===== config.mk =====
export PLATFORM = sky130hd
export DESIGN_NAME = twdm_regs
export DESIGN_NICKNAME = d
export VERILOG_FILES = /design/src/rtl/twdm_pkg.sv /design/src/rtl/twdm_regs.sv
export SDC_FILE = /design/constraint.sdc
export NUM_CORES = 1
export LEC_CHECK = 0
export ABC_AREA = 1
export BUFFER_PORTS_ARGS = -buffer_cell sky130_fd_sc_hd__buf_2
export CAP_MARGIN = 25
export CORE_MARGIN = 2
export CORE_UTILIZATION = 64
export CTS_CLUSTER_DIAMETER = 30
export DETAILED_ROUTE_END_ITERATION = 10
export PLACE_DENSITY = 0.86
export SLEW_MARGIN = 20
export SYNTH_ARGS = -nofsm -noshare
export SYNTH_HDL_FRONTEND = slang
export SYNTH_SLANG_ARGS = --single-unit

===== constraint.sdc =====
create_clock -name CLK -period 6.07 [get_ports CLK]
set_clock_uncertainty 0.05 [all_clocks]
set_input_delay 0.3035 -clock CLK [delete_from_list [all_inputs] [get_ports CLK]]
set_output_delay 0.3035 -clock CLK [all_outputs]
set_load 0.005 [all_outputs]

===== src/rtl/twdm_pkg.sv =====
package twdm_pkg;

    // ----------------------------------------------------------------
    // fifo geometry
    // ----------------------------------------------------------------
    localparam int unsigned TWDM_DEPTH = 8;
    localparam int unsigned TWDM_PTR_W = 3;
    localparam int unsigned TWDM_CNT_W = 4;
    localparam logic [TWDM_CNT_W-1:0] TWDM_FULL = 4'h8;

    // ----------------------------------------------------------------
    // register addresses (byte addresses on the register port)
    // ----------------------------------------------------------------
    localparam logic [31:0] TWDM_BASE = 32'h4001_8000;
    localparam logic [31:0] TWDM_A_RX_HOLD = 32'h4001_8030;
    localparam logic [31:0] TWDM_A_TX_HOLD = 32'h4001_8034;
    localparam logic [31:0] TWDM_A_WAKE_CFG = 32'h4001_804C;
    localparam logic [31:0] TWDM_A_FILL = 32'h4001_8050;
    localparam logic [31:0] TWDM_A_IRQ_STAT = 32'h4001_8054;
    localparam logic [31:0] TWDM_A_IRQ_MASK = 32'h4001_8058;
    localparam logic [31:0] TWDM_A_WAKE_EN = 32'h4001_805C;
    localparam logic [31:0] TWDM_A_PROT_MODE = 32'h4001_80E4;
    localparam logic [31:0] TWDM_A_PROT_STAT = 32'h4001_80E8;

    // ----------------------------------------------------------------
    // field layouts and constants
    // ----------------------------------------------------------------
    localparam logic [23:0] TWDM_UNLOCK_PASSWORD = 24'h54_5749;
    localparam int unsigned TWDM_KEY_LSB = 8;
    localparam int unsigned TWDM_SRC_LSB = 8;
    localparam int unsigned TWDM_RX_FIFO_COUNT_LSB = 16;
    localparam int unsigned TWDM_FIRST_BYTE_MATCH_VALUE_LSB = 24;
    localparam int unsigned TWDM_SADR_STEP = 8;
    localparam logic [31:0] TWDM_WAKE_CFG_MASK = 32'hFF7F_7F7F;
    localparam logic [31:0] TWDM_ZERO = 32'h0000_0000;
    // wake enable register bits
    localparam int unsigned TWDM_EN_FIRST_BYTE_MATCH_VALUE = 3;
    // interrupt status / mask bits
    localparam int unsigned TWDM_IRQ_VIOL = 0;
    localparam int unsigned TWDM_IRQ_TX_OVF = 1;
    localparam int unsigned TWDM_IRQ_RX_OVF = 2;
    localparam int unsigned TWDM_IRQ_WAKE = 3;

    // ----------------------------------------------------------------
    // carriers and state
    // ----------------------------------------------------------------
    typedef struct packed {
        logic [31:0] addr;
        logic [31:0] wdata;
        logic wr;
        logic rd;
    } twdm_bus_type;

    typedef struct packed {
        logic valid;
        logic [7:0] data;
    } twdm_byte_type;

    typedef struct packed {
        logic addr_valid;
        logic [6:0] addr;
        logic data_valid;
        logic [7:0] data;
    } twdm_wake_in_type;

    typedef enum logic {
        TWDM_WAKE_IDLE,
        TWDM_WAKE_DATA
    } twdm_wake_type;

endpackage : twdm_pkg


===== src/rtl/twdm_regs.sv =====
// Functional notes
// received byte readable in low eight bits
// wake match register locked while protection on
// three extra addresses, each with own enable
// optional first data byte must also match
// transmit byte written in low eight bits
// transmit fifo count readable, zero when empty
// receive fifo unread count readable
// enable protection only with correct key
// disable protection only with correct key
// wrong key discards enable; key reads zero
// violation flag sticky until status read
// status read clears violation flag
// violation source holds offending register offset
// reserved bits read zero, ignore writes
//
// Implementation choice: strobed register access.
module twdm_regs (
    input wire logic CLK,
    input wire logic RESET_N,
    input wire twdm_pkg::twdm_bus_type BUS,
    output logic [31:0] RDATA,
    output logic IRQ,
    input wire twdm_pkg::twdm_byte_type RX_IN,
    input wire logic TX_POP,
    output twdm_pkg::twdm_byte_type TX_OUT,
    input wire twdm_pkg::twdm_wake_in_type WAKE_IN,
    output logic WAKE_MATCH
);

    // ----------------------------------------------------------------
    // state
    // ----------------------------------------------------------------
    typedef struct packed {
        logic [twdm_pkg::TWDM_DEPTH-1:0][7:0] tx_mem;
        logic [twdm_pkg::TWDM_DEPTH-1:0][7:0] rx_mem;
        logic [twdm_pkg::TWDM_PTR_W-1:0] tx_wr;
        logic [twdm_pkg::TWDM_PTR_W-1:0] tx_rd;
        logic [twdm_pkg::TWDM_PTR_W-1:0] rx_wr;
        logic [twdm_pkg::TWDM_PTR_W-1:0] rx_rd;
        logic [twdm_pkg::TWDM_CNT_W-1:0] tx_cnt;
        logic [twdm_pkg::TWDM_CNT_W-1:0] rx_cnt;
        logic [7:0] tx_head;
        logic tx_avail;
        logic [31:0] wake_cfg;
        logic [3:0] wake_en;
        logic protect_on;
        logic protect_violation_flag;
        logic [23:0] protect_violation_offset;
        logic [3:0] irq_status;
        logic [3:0] irq_mask;
        logic irq;
        logic [31:0] rdata;
        twdm_pkg::twdm_wake_type wake;
        logic wake_match;
    } twdm_state_type;

    twdm_state_type state_q;
    twdm_state_type state_d;

    logic [2:0] extra_hit;
    logic any_hit;
    logic wr_acc;
    logic rd_acc;
    logic viol;
    logic tx_push;
    logic tx_pop;
    logic rx_push;
    logic rx_pop;
    logic tx_ovf;
    logic rx_ovf;
    logic wake_evt;
    logic [3:0] evt;
    logic [23:0] wr_key;

    // ----------------------------------------------------------------
    // address matching
    // ----------------------------------------------------------------

    // one comparator per extra address; unused slots never match
    function automatic logic twdm_addr_hit(
        input logic [6:0] seen,
        input logic [6:0] field,
        input logic enable
    );
        twdm_addr_hit = enable && (seen == field);
    endfunction : twdm_addr_hit

    // three extra slave addresses share one comparator shape
    for (genvar g = 0; g < 3; g++) begin : g_extra
        assign extra_hit[g] = twdm_addr_hit(WAKE_IN.addr,
            state_q.wake_cfg[g*twdm_pkg::TWDM_SADR_STEP +: 7],
            state_q.wake_en[g]);
    end
    assign any_hit = |extra_hit;

    // ----------------------------------------------------------------
    // next state
    // ----------------------------------------------------------------

    // register port, fifos, protection and wake matching in one pass
    always_comb begin
        state_d = state_q;
        state_d.wake_match = 1'b0;
        wr_acc = BUS.wr;
        rd_acc = BUS.rd;
        wr_key = BUS.wdata[twdm_pkg::TWDM_KEY_LSB +: 24];
        viol = 1'b0;
        tx_push = 1'b0;
        tx_ovf = 1'b0;
        rx_pop = 1'b0;
        wake_evt = 1'b0;

        // writes; protected targets are refused while protection is on
        if (wr_acc) begin
            case (BUS.addr)
                twdm_pkg::TWDM_A_PROT_MODE: begin
                    if (wr_key == twdm_pkg::TWDM_UNLOCK_PASSWORD) begin
                        state_d.protect_on = BUS.wdata[0];
                    end // otherwise the enable keeps its value R10
                end
                twdm_pkg::TWDM_A_WAKE_CFG: begin
                    if (state_q.protect_on) begin
                        viol = 1'b1;
                    end else begin
                        state_d.wake_cfg = BUS.wdata & twdm_pkg::TWDM_WAKE_CFG_MASK;
                    end
                end
                twdm_pkg::TWDM_A_WAKE_EN: begin
                    if (state_q.protect_on) begin
                        viol = 1'b1;
                    end else begin
                        state_d.wake_en = BUS.wdata[3:0];
                    end
                end
                twdm_pkg::TWDM_A_TX_HOLD: begin
                    // a full fifo drops the byte rather than overwrite queued data
                    if (state_q.tx_cnt == twdm_pkg::TWDM_FULL) begin
                        tx_ovf = 1'b1;
                    end else begin
                        tx_push = 1'b1;
                    end
                end
                twdm_pkg::TWDM_A_IRQ_STAT: begin
                    state_d.irq_status = state_q.irq_status & ~BUS.wdata[3:0];
                end
                twdm_pkg::TWDM_A_IRQ_MASK: begin
                    state_d.irq_mask = BUS.wdata[3:0];
                end
                default: begin
                end
            endcase
        end

        // reads; data stands in the following cycle only
        state_d.rdata = twdm_pkg::TWDM_ZERO;
        if (rd_acc) begin
            case (BUS.addr)
                twdm_pkg::TWDM_A_RX_HOLD: begin
                    state_d.rdata[7:0] = state_q.rx_mem[state_q.rx_rd];
                    rx_pop = state_q.rx_cnt != '0;
                end
                twdm_pkg::TWDM_A_WAKE_CFG: begin
                    state_d.rdata = state_q.wake_cfg;
                end
                twdm_pkg::TWDM_A_WAKE_EN: begin
                    state_d.rdata[3:0] = state_q.wake_en;
                end
                twdm_pkg::TWDM_A_FILL: begin
                    state_d.rdata[twdm_pkg::TWDM_CNT_W-1:0] = state_q.tx_cnt;
                    state_d.rdata[twdm_pkg::TWDM_RX_FIFO_COUNT_LSB +: twdm_pkg::TWDM_CNT_W] =
                        state_q.rx_cnt;
                end
                twdm_pkg::TWDM_A_PROT_MODE: begin
                    state_d.rdata[0] = state_q.protect_on; // key field reads zero R10
                end
                twdm_pkg::TWDM_A_PROT_STAT: begin
                    state_d.rdata[0] = state_q.protect_violation_flag;
                    state_d.rdata[twdm_pkg::TWDM_SRC_LSB +: 24] =
                        state_q.protect_violation_offset;
                    state_d.protect_violation_flag = 1'b0;
                end
                twdm_pkg::TWDM_A_IRQ_STAT: begin
                    state_d.rdata[3:0] = state_q.irq_status;
                end
                twdm_pkg::TWDM_A_IRQ_MASK: begin
                    state_d.rdata[3:0] = state_q.irq_mask;
                end
                default: begin
                end
            endcase
        end

        // a violation in the reading cycle survives the read
        if (viol) begin
            state_d.protect_violation_flag = 1'b1;
            state_d.protect_violation_offset = 24'(BUS.addr - twdm_pkg::TWDM_BASE);
        end

        // transmit fifo: written by software, drained by the shifter
        tx_pop = TX_POP && state_q.tx_avail;
        if (tx_push) begin
            state_d.tx_mem[state_q.tx_wr] = BUS.wdata[7:0];
            state_d.tx_wr = state_q.tx_wr + 1'b1;
        end
        if (tx_pop) begin
            state_d.tx_rd = state_q.tx_rd + 1'b1;
        end
        state_d.tx_cnt = state_q.tx_cnt + {3'h0, tx_push} - {3'h0, tx_pop};

        // receive fifo: filled by the shifter, drained by reads
        rx_push = RX_IN.valid && (state_q.rx_cnt != twdm_pkg::TWDM_FULL);
        rx_ovf = RX_IN.valid && !rx_push;
        if (rx_push) begin
            state_d.rx_mem[state_q.rx_wr] = RX_IN.data;
            state_d.rx_wr = state_q.rx_wr + 1'b1;
        end
        if (rx_pop) begin
            state_d.rx_rd = state_q.rx_rd + 1'b1;
        end
        state_d.rx_cnt = state_q.rx_cnt + {3'h0, rx_push} - {3'h0, rx_pop};

        // registered head so the shifter sees a flop, not a mux
        state_d.tx_head = state_d.tx_mem[state_d.tx_rd];
        state_d.tx_avail = state_d.tx_cnt != '0;

        // wake matching; a new address always restarts the sequence
        case (state_q.wake)
            twdm_pkg::TWDM_WAKE_IDLE: begin
                if (WAKE_IN.addr_valid && any_hit) begin
                    if (state_q.wake_en[twdm_pkg::TWDM_EN_FIRST_BYTE_MATCH_VALUE]) begin
                        state_d.wake = twdm_pkg::TWDM_WAKE_DATA;
                    end else begin
                        wake_evt = 1'b1;
                    end
                end
            end
            twdm_pkg::TWDM_WAKE_DATA: begin
                if (WAKE_IN.addr_valid) begin
                    state_d.wake = any_hit ? twdm_pkg::TWDM_WAKE_DATA
                                           : twdm_pkg::TWDM_WAKE_IDLE;
                end else if (WAKE_IN.data_valid) begin
                    state_d.wake = twdm_pkg::TWDM_WAKE_IDLE;
                    wake_evt = WAKE_IN.data ==
                        state_q.wake_cfg[twdm_pkg::TWDM_FIRST_BYTE_MATCH_VALUE_LSB +: 8];
                end
            end
            default: begin
                state_d.wake = twdm_pkg::TWDM_WAKE_IDLE;
            end
        endcase
        state_d.wake_match = wake_evt;

        // sticky events; setting wins over a same-cycle clear
        evt = '0;
        evt[twdm_pkg::TWDM_IRQ_VIOL] = viol;
        evt[twdm_pkg::TWDM_IRQ_TX_OVF] = tx_ovf;
        evt[twdm_pkg::TWDM_IRQ_RX_OVF] = rx_ovf;
        evt[twdm_pkg::TWDM_IRQ_WAKE] = wake_evt;
        state_d.irq_status = state_d.irq_status | evt;
        state_d.irq = |(state_d.irq_status & state_d.irq_mask);
    end

    // ----------------------------------------------------------------
    // registers
    // ----------------------------------------------------------------

    // synchronous reset clears all control state
    always_ff @(posedge CLK) begin
        if (!RESET_N) begin
            state_q <= '0;
        end else begin
            state_q <= state_d;
        end
    end

    // outputs come straight from the state flops
    assign RDATA = state_q.rdata;
    assign IRQ = state_q.irq;
    assign TX_OUT.valid = state_q.tx_avail;
    assign TX_OUT.data = state_q.tx_head;
    assign WAKE_MATCH = state_q.wake_match;

endmodule : twdm_regs


After elaboration in Yosys (flattened, before gate mapping):

Index checks and enable logic that the tools add are counted.

* reduce and logical (&&, ||, !) cells: 22
* shifts and indexed selects: 0
* mux-type cells: 46
* $lt $le $gt $ge: 6
* add/sub/neg operators: 9
* div/mod/pow operators: 0
* equality and inequality tests: 16
* multiply operators: 0
* bitwise gates (word level): 6

Operators by type and width (number)
* 32-bit by 31-bit == test with 1-bit output, second input constant: 9
* 64-bit bitwise mux: 2
* 64-bit two-way mux: 1
* 8-bit binary-select mux with 3-bit select: 2
* 8-bit demux with 3-bit select: 2
* 8-bit two-way mux: 5
* 25-bit two-way mux: 1
* 24-bit by 23-bit == test with 1-bit output, second input constant: 1
* 12-bit case mux with 2 select lines: 1
* 24-bit by 17-bit subtractor with 24-bit output, second input constant: 1
* 1-bit two-way mux: 22
* 7-bit == test: 3
* 3-bit case mux with 6 select lines: 1
* 3-bit by 4-bit less-than comparator with 1-bit output, second input constant: 4
* 8-bit case mux with 2 select lines: 1
* 3-bit by 1-bit adder with 3-bit output, second input constant: 4
* 4-bit case mux with 3 select lines: 1
* 1-bit logical AND: 9
* 3-bit AND reduction: 3
* 4-bit by 1-bit adder with 4-bit output: 2
* 4-bit AND: 2
* 8-bit == test: 1
* 4-bit two-way mux: 2
* 1-bit case mux with 8 select lines: 1
* 17 further kinds: 24

* memory bits (read-only): 0
* output and inout port bits: 43
* latch bits: 0
* flip-flop bits (word level): 259
* RAM bits: 0
* bits of input ports: 95
* memories: 0

Logic depth before layout (Yosys ltp):

* word-level depth: 9
* gate-level depth with buffers: 16
* depth with buffers taken out: 15

Least setup slack after synthesis:

Ideal clock, no wire load.

* path kind: register to register
* start: reg state_q[120] (netlist name)
* end: reg state_q (netlist bit TX_OUT[8])
* arrival time: 2326 ps
* stages on the path, launching flop included: 16
* setup slack: 3562 ps
* setup time: 132 ps
* path buffers: 1
* cell sequence: dfxtp_1 > inv_1 > ha_1 > nand2_1 > nor2_1 > nor2_1 > buf_4 > nand4_1 > ha_1 > inv_1 > ha_1 > fa_1 > nand2_1 > inv_1 > nor3_1 > o21ai_0

RTL lines
* from (decl): RTL line twdm_regs.sv:58 `twdm_state_type state_q;`
* from (signal assigned): RTL line twdm_regs.sv:273 `state_q <= state_d;`

==> Implementation_results.wiki <==
{| class="wikitable"
! Metric !! Value
|-
| Combinational Power Share || 0.132
|-
| Drt drc || 0
|-
| Setup-violating endpoint count in the final report || 0
|-
| Area growth from synthesis to layout || 16.9%
|-
| Overall overflow remaining after global route || 0
|-
| Drt first-iter violations || 1,482
|-
| Average via count per standard cell || 5.92
|-
| Type of destination of the critical path || register
|-
| Async S/R FF share, synth || 0
|-
| Count of endpoints failing hold in the final timing report || 0
|-
| Number of max-cap violations || 0
|-
| Number of inserted diodes || 0
|-
| Seq pwr share || 0.359
|-
| Synth Cell Area || 12,700 um^2
|-
| Maximum number of pins on one net before global-route repair || 88
|-
| Clock-pin slew on the worst setup and hold paths || 50 ps
|-
| Synthesized area per cell || 6.96 um^2
|-
| Worst setup startpoint || state_q[120]
|-
| Syn Nets || 1,936
|-
| Fraction of final layout cells with drive strength greater than 1 || 0.136
|-
| Number of enable-type register cells in the synthesized netlist || 0
|-
| Pre-CTS setup slack || 2660 ps
|-
| Routed Wire Length || 37,500 um
|-
| Met2 Track Usage GR || 0.572
|-
| Arrival time of data at the critical path endpoint || 3770 ps
|-
| Combined global-route utilization of all metal layers || 0.358
|-
| Summed negative setup slack over all endpoints || 0 ps
|-
| Unrepaired setup endpoints after global routing || false
|-
| CTS Sinks || 259
|-
| Antenna violations before repair || 1
|-
| Pwr per Cell Area || 342 nW/um^2
|-
| Met3 GRT Util || 0.0964
|-
| Net switching share of the total power || 0.278
|-
| Worst reg2reg startpoint || state_q[120]
|-
| Clock H-tree levels || 2
|-
| WL per Instance || 16.9 um
|-
| Number of filler cells placed in the layout || 1,362
|-
| Data required time of the worst path || 6390 ps
|-
| Critical Path Start Type || register
|-
| Global-route wire length before repair || 59,700 um
|-
| Number of global-route vias before repair || 12.2k
|-
| Number of buffers on the longest clock path || 3
|-
| Final-stage net count || 2,025
|-
| Cell Count Post-Placement || 2,106
|-
| Starting density of the core || 0.652
|-
| Remaining antenna violation count || 0
|-
| Worst Hold Slack || 32.5 ps
|-
| Internal Dissipation || 3.67 mW
|-
| Number of synthesized register bits || 259
|-
| Via count || 13.1k
|-
| Final cell count without fillers || 2,217
|-
| Global-route met1 utilization || 0.441
|-
| Yosys Warn Count || 0
|-
| Max-slew violation count || 0
|-
| Post-CTS Setup Inserts || 0
|-
| Die area || 21,000 um^2
|-
| I/O Pins || 138
|-
| Measured slew at the worst slew-check pin || 973 ps
|-
| Worst hold-check path type || in -> reg
|-
| Count of different cell masters after synthesis || 42
|-
| Horiz. Die Dim || 145 um
|-
| Number of buffers inserted by port buffering || 137
|-
| Highest fanout seen on the critical path || 74
|-
| Start-to-end type of the worst setup path || reg -> reg
|-
| Part of the Yosys area used for sequential elements || 0.408
|-
| DR pass1 iterations || 6
|-
| Worst Hold Launch || BUS[14]
|-
| Half-perimeter wire length of the detailed placement result || 23,100 um
|-
| Share of total power in the clock network || 0.509
|-
| Result of the run || finished, final reports clean
|-
| Worst setup margin || 2630 ps
|-
| Number of buffers created by CTS || 48
|-
| Rel. slew slack || 0.351
|-
| Power Total || 5.08 mW
|-
| Root cell of the clock tree || clkbuf_16
|-
| Clock latency of the later-clocked register in the worst-skew pair || 550 ps
|-
| Worst vdd ir || 0.000226 V
|-
| FMAX || 0.290 GHz
|-
| Busiest layer in global routing || met2
|-
| Final critical delay including setup and external delays || 3440 ps
|-
| Flip-flop cell with the highest count after synthesis || dfxtp_1
|-
| Lkg Pwr || 6.58 nW
|-
| Routability cong. || 0.964
|-
| Final Cycle Share || 0.568
|-
| Height of the die || 145 um
|-
| Mapped Cells || 1,823
|-
| Placeable core area || 19,500 um^2
|-
| Clock tree from TritonCTS || built
|-
| Switching power summed over all nets || 1.41 mW
|-
| Std-Cell Rows || 51
|}
## path summary, 6_finish.rpt
path | slack [ps] | end | cells after the start
hold / removal | 30 | state_q[85] | 3
hold reg to reg | 400 | state_q[189] | 2
setup reg to reg | 2630 | TX_OUT[8] | 15
setup / recovery | 2630 | TX_OUT[8] | 15
## synthesized netlist by cell type, types with 3 or more instances
master / count / area [um^2]
xnor2_1: 9 / 78.8
nor4_1: 9 / 56.3
inv_1: 184 / 691
dfxtp_1: 259 / 5180
o211ai_1: 6 / 45.0
a31oi_1: 4 / 25.0
buf_4: 44 / 330
or2_2: 5 / 31.3
ha_1: 16 / 200
buf_2: 16 / 80.1
clkbuf_1: 54 / 203
nor2_1: 300 / 1130
nand3_4: 7 / 123
xor2_1: 8 / 70.1
nand2_1: 328 / 1230
nand3_1: 184 / 921
o21ai_0: 141 / 706
nor3_1: 27 / 135
buf_6: 8 / 90.1
a21oi_1: 75 / 375
clkinv_1: 10 / 37.5
nor2_4: 5 / 56.3
nor2_2: 7 / 43.8
o221ai_1: 17 / 149
nand2_2: 3 / 18.8
nand4_1: 75 / 469
## power groups by stage
stage	clock, mW	sequential, mW	combinational [mW]
floorplan	0	1.84	0.469
global placement	0	1.85	0.619
detailed placement	0	1.85	0.634
CTS	2.59	1.82	0.651
global route	2.68	1.83	0.738
finish	2.59	1.82	0.670
## stage by stage
stage	cell area [um^2]	utilization
2_1_floorplan	12700	-
3_3_place_gp	13000	0.669
3_5_place_dp	13000	0.669
4_1_cts	14800	0.761
5_1_grt	14800	0.763
6_report	14800	0.763
## registers in the layout (all words and copies together) (netlist names)
signal,cells
RDATA,32
TX_OUT,9
WAKE_MATCH,1
IRQ,1
state_q,216
## metal layers
metal	wire (um)	vias to the layer above
met4	1790	2
met3	4130	165
met5	10	-
li1	-	6128
met1	14500	5994
met2	17100	839
## cell type report
type                            instances  area, um^2  share of cell area
Multi-Input combinational cell       1242        6020               0.406
Sequential cell                       259        5180               0.349
Clock buffer                           59        1310              0.0885
Timing Repair Buffer                  166         973              0.0656
Inverter                              195         732              0.0493
Tap cell                              265         332              0.0223
Clock inverter                         31         285              0.0192
## repair_timing
| item | 4_1_cts | 5_1_grt |
|---|---|---|
| hold buffers | 20 | 0 |
| resized for setup | 0 | 0 |
| endpoints found under the hold margin | 20 | 0 |
## cells in the final DEF, fill, tap and decap left out, drive strengths merged, types with 3 or more instances in the layout
| cell | synthesis | final |
|---|---|---|
| o211ai | 6 | 6 |
| clkbuf | 54 | 59 |
| bufinv | 0 | 3 |
| dlygate4sd3 | 0 | 20 |
| xor2 | 8 | 8 |
| inv | 185 | 190 |
| ha | 16 | 16 |
| or2 | 5 | 5 |
| nand2 | 331 | 331 |
| clkinv | 10 | 23 |
| nand3 | 192 | 192 |
| nor4 | 9 | 9 |
| a31oi | 4 | 4 |
| o21ai | 144 | 144 |
| a21oi | 75 | 75 |
| o221ai | 17 | 17 |
| dfxtp | 259 | 259 |
| nand4 | 75 | 75 |
| nor2 | 312 | 312 |
| buf | 73 | 146 |
| clkinvlp | 0 | 10 |
| nor3 | 29 | 29 |
| xnor2 | 9 | 9 |
## logic make-up after synthesis
kind of cell,after synthesis,synth area share
flip-flops,259,0.408
buffers and inverters,322,0.118
AO/OA/AOI/OAI,250,0.107
adder cells (fa/ha/maj),18,0.0189
AND/OR/NAND/NOR,957,0.337
XOR/XNOR,17,0.0117
## critical path: stages, from the launching register on
cell	delay, ps
dfxtp_1	300
inv_1	60
ha_1	190
nand2_1	70
nor2_1	80
nor2_4	80
buf_4	670
nand4_1	340
ha_1	380
inv_1	40
ha_1	190
fa_1	450
nand2_1	80
inv_1	50
nor3_1	150
o21ai_0	100
Power figures use the tool's default switching activity.
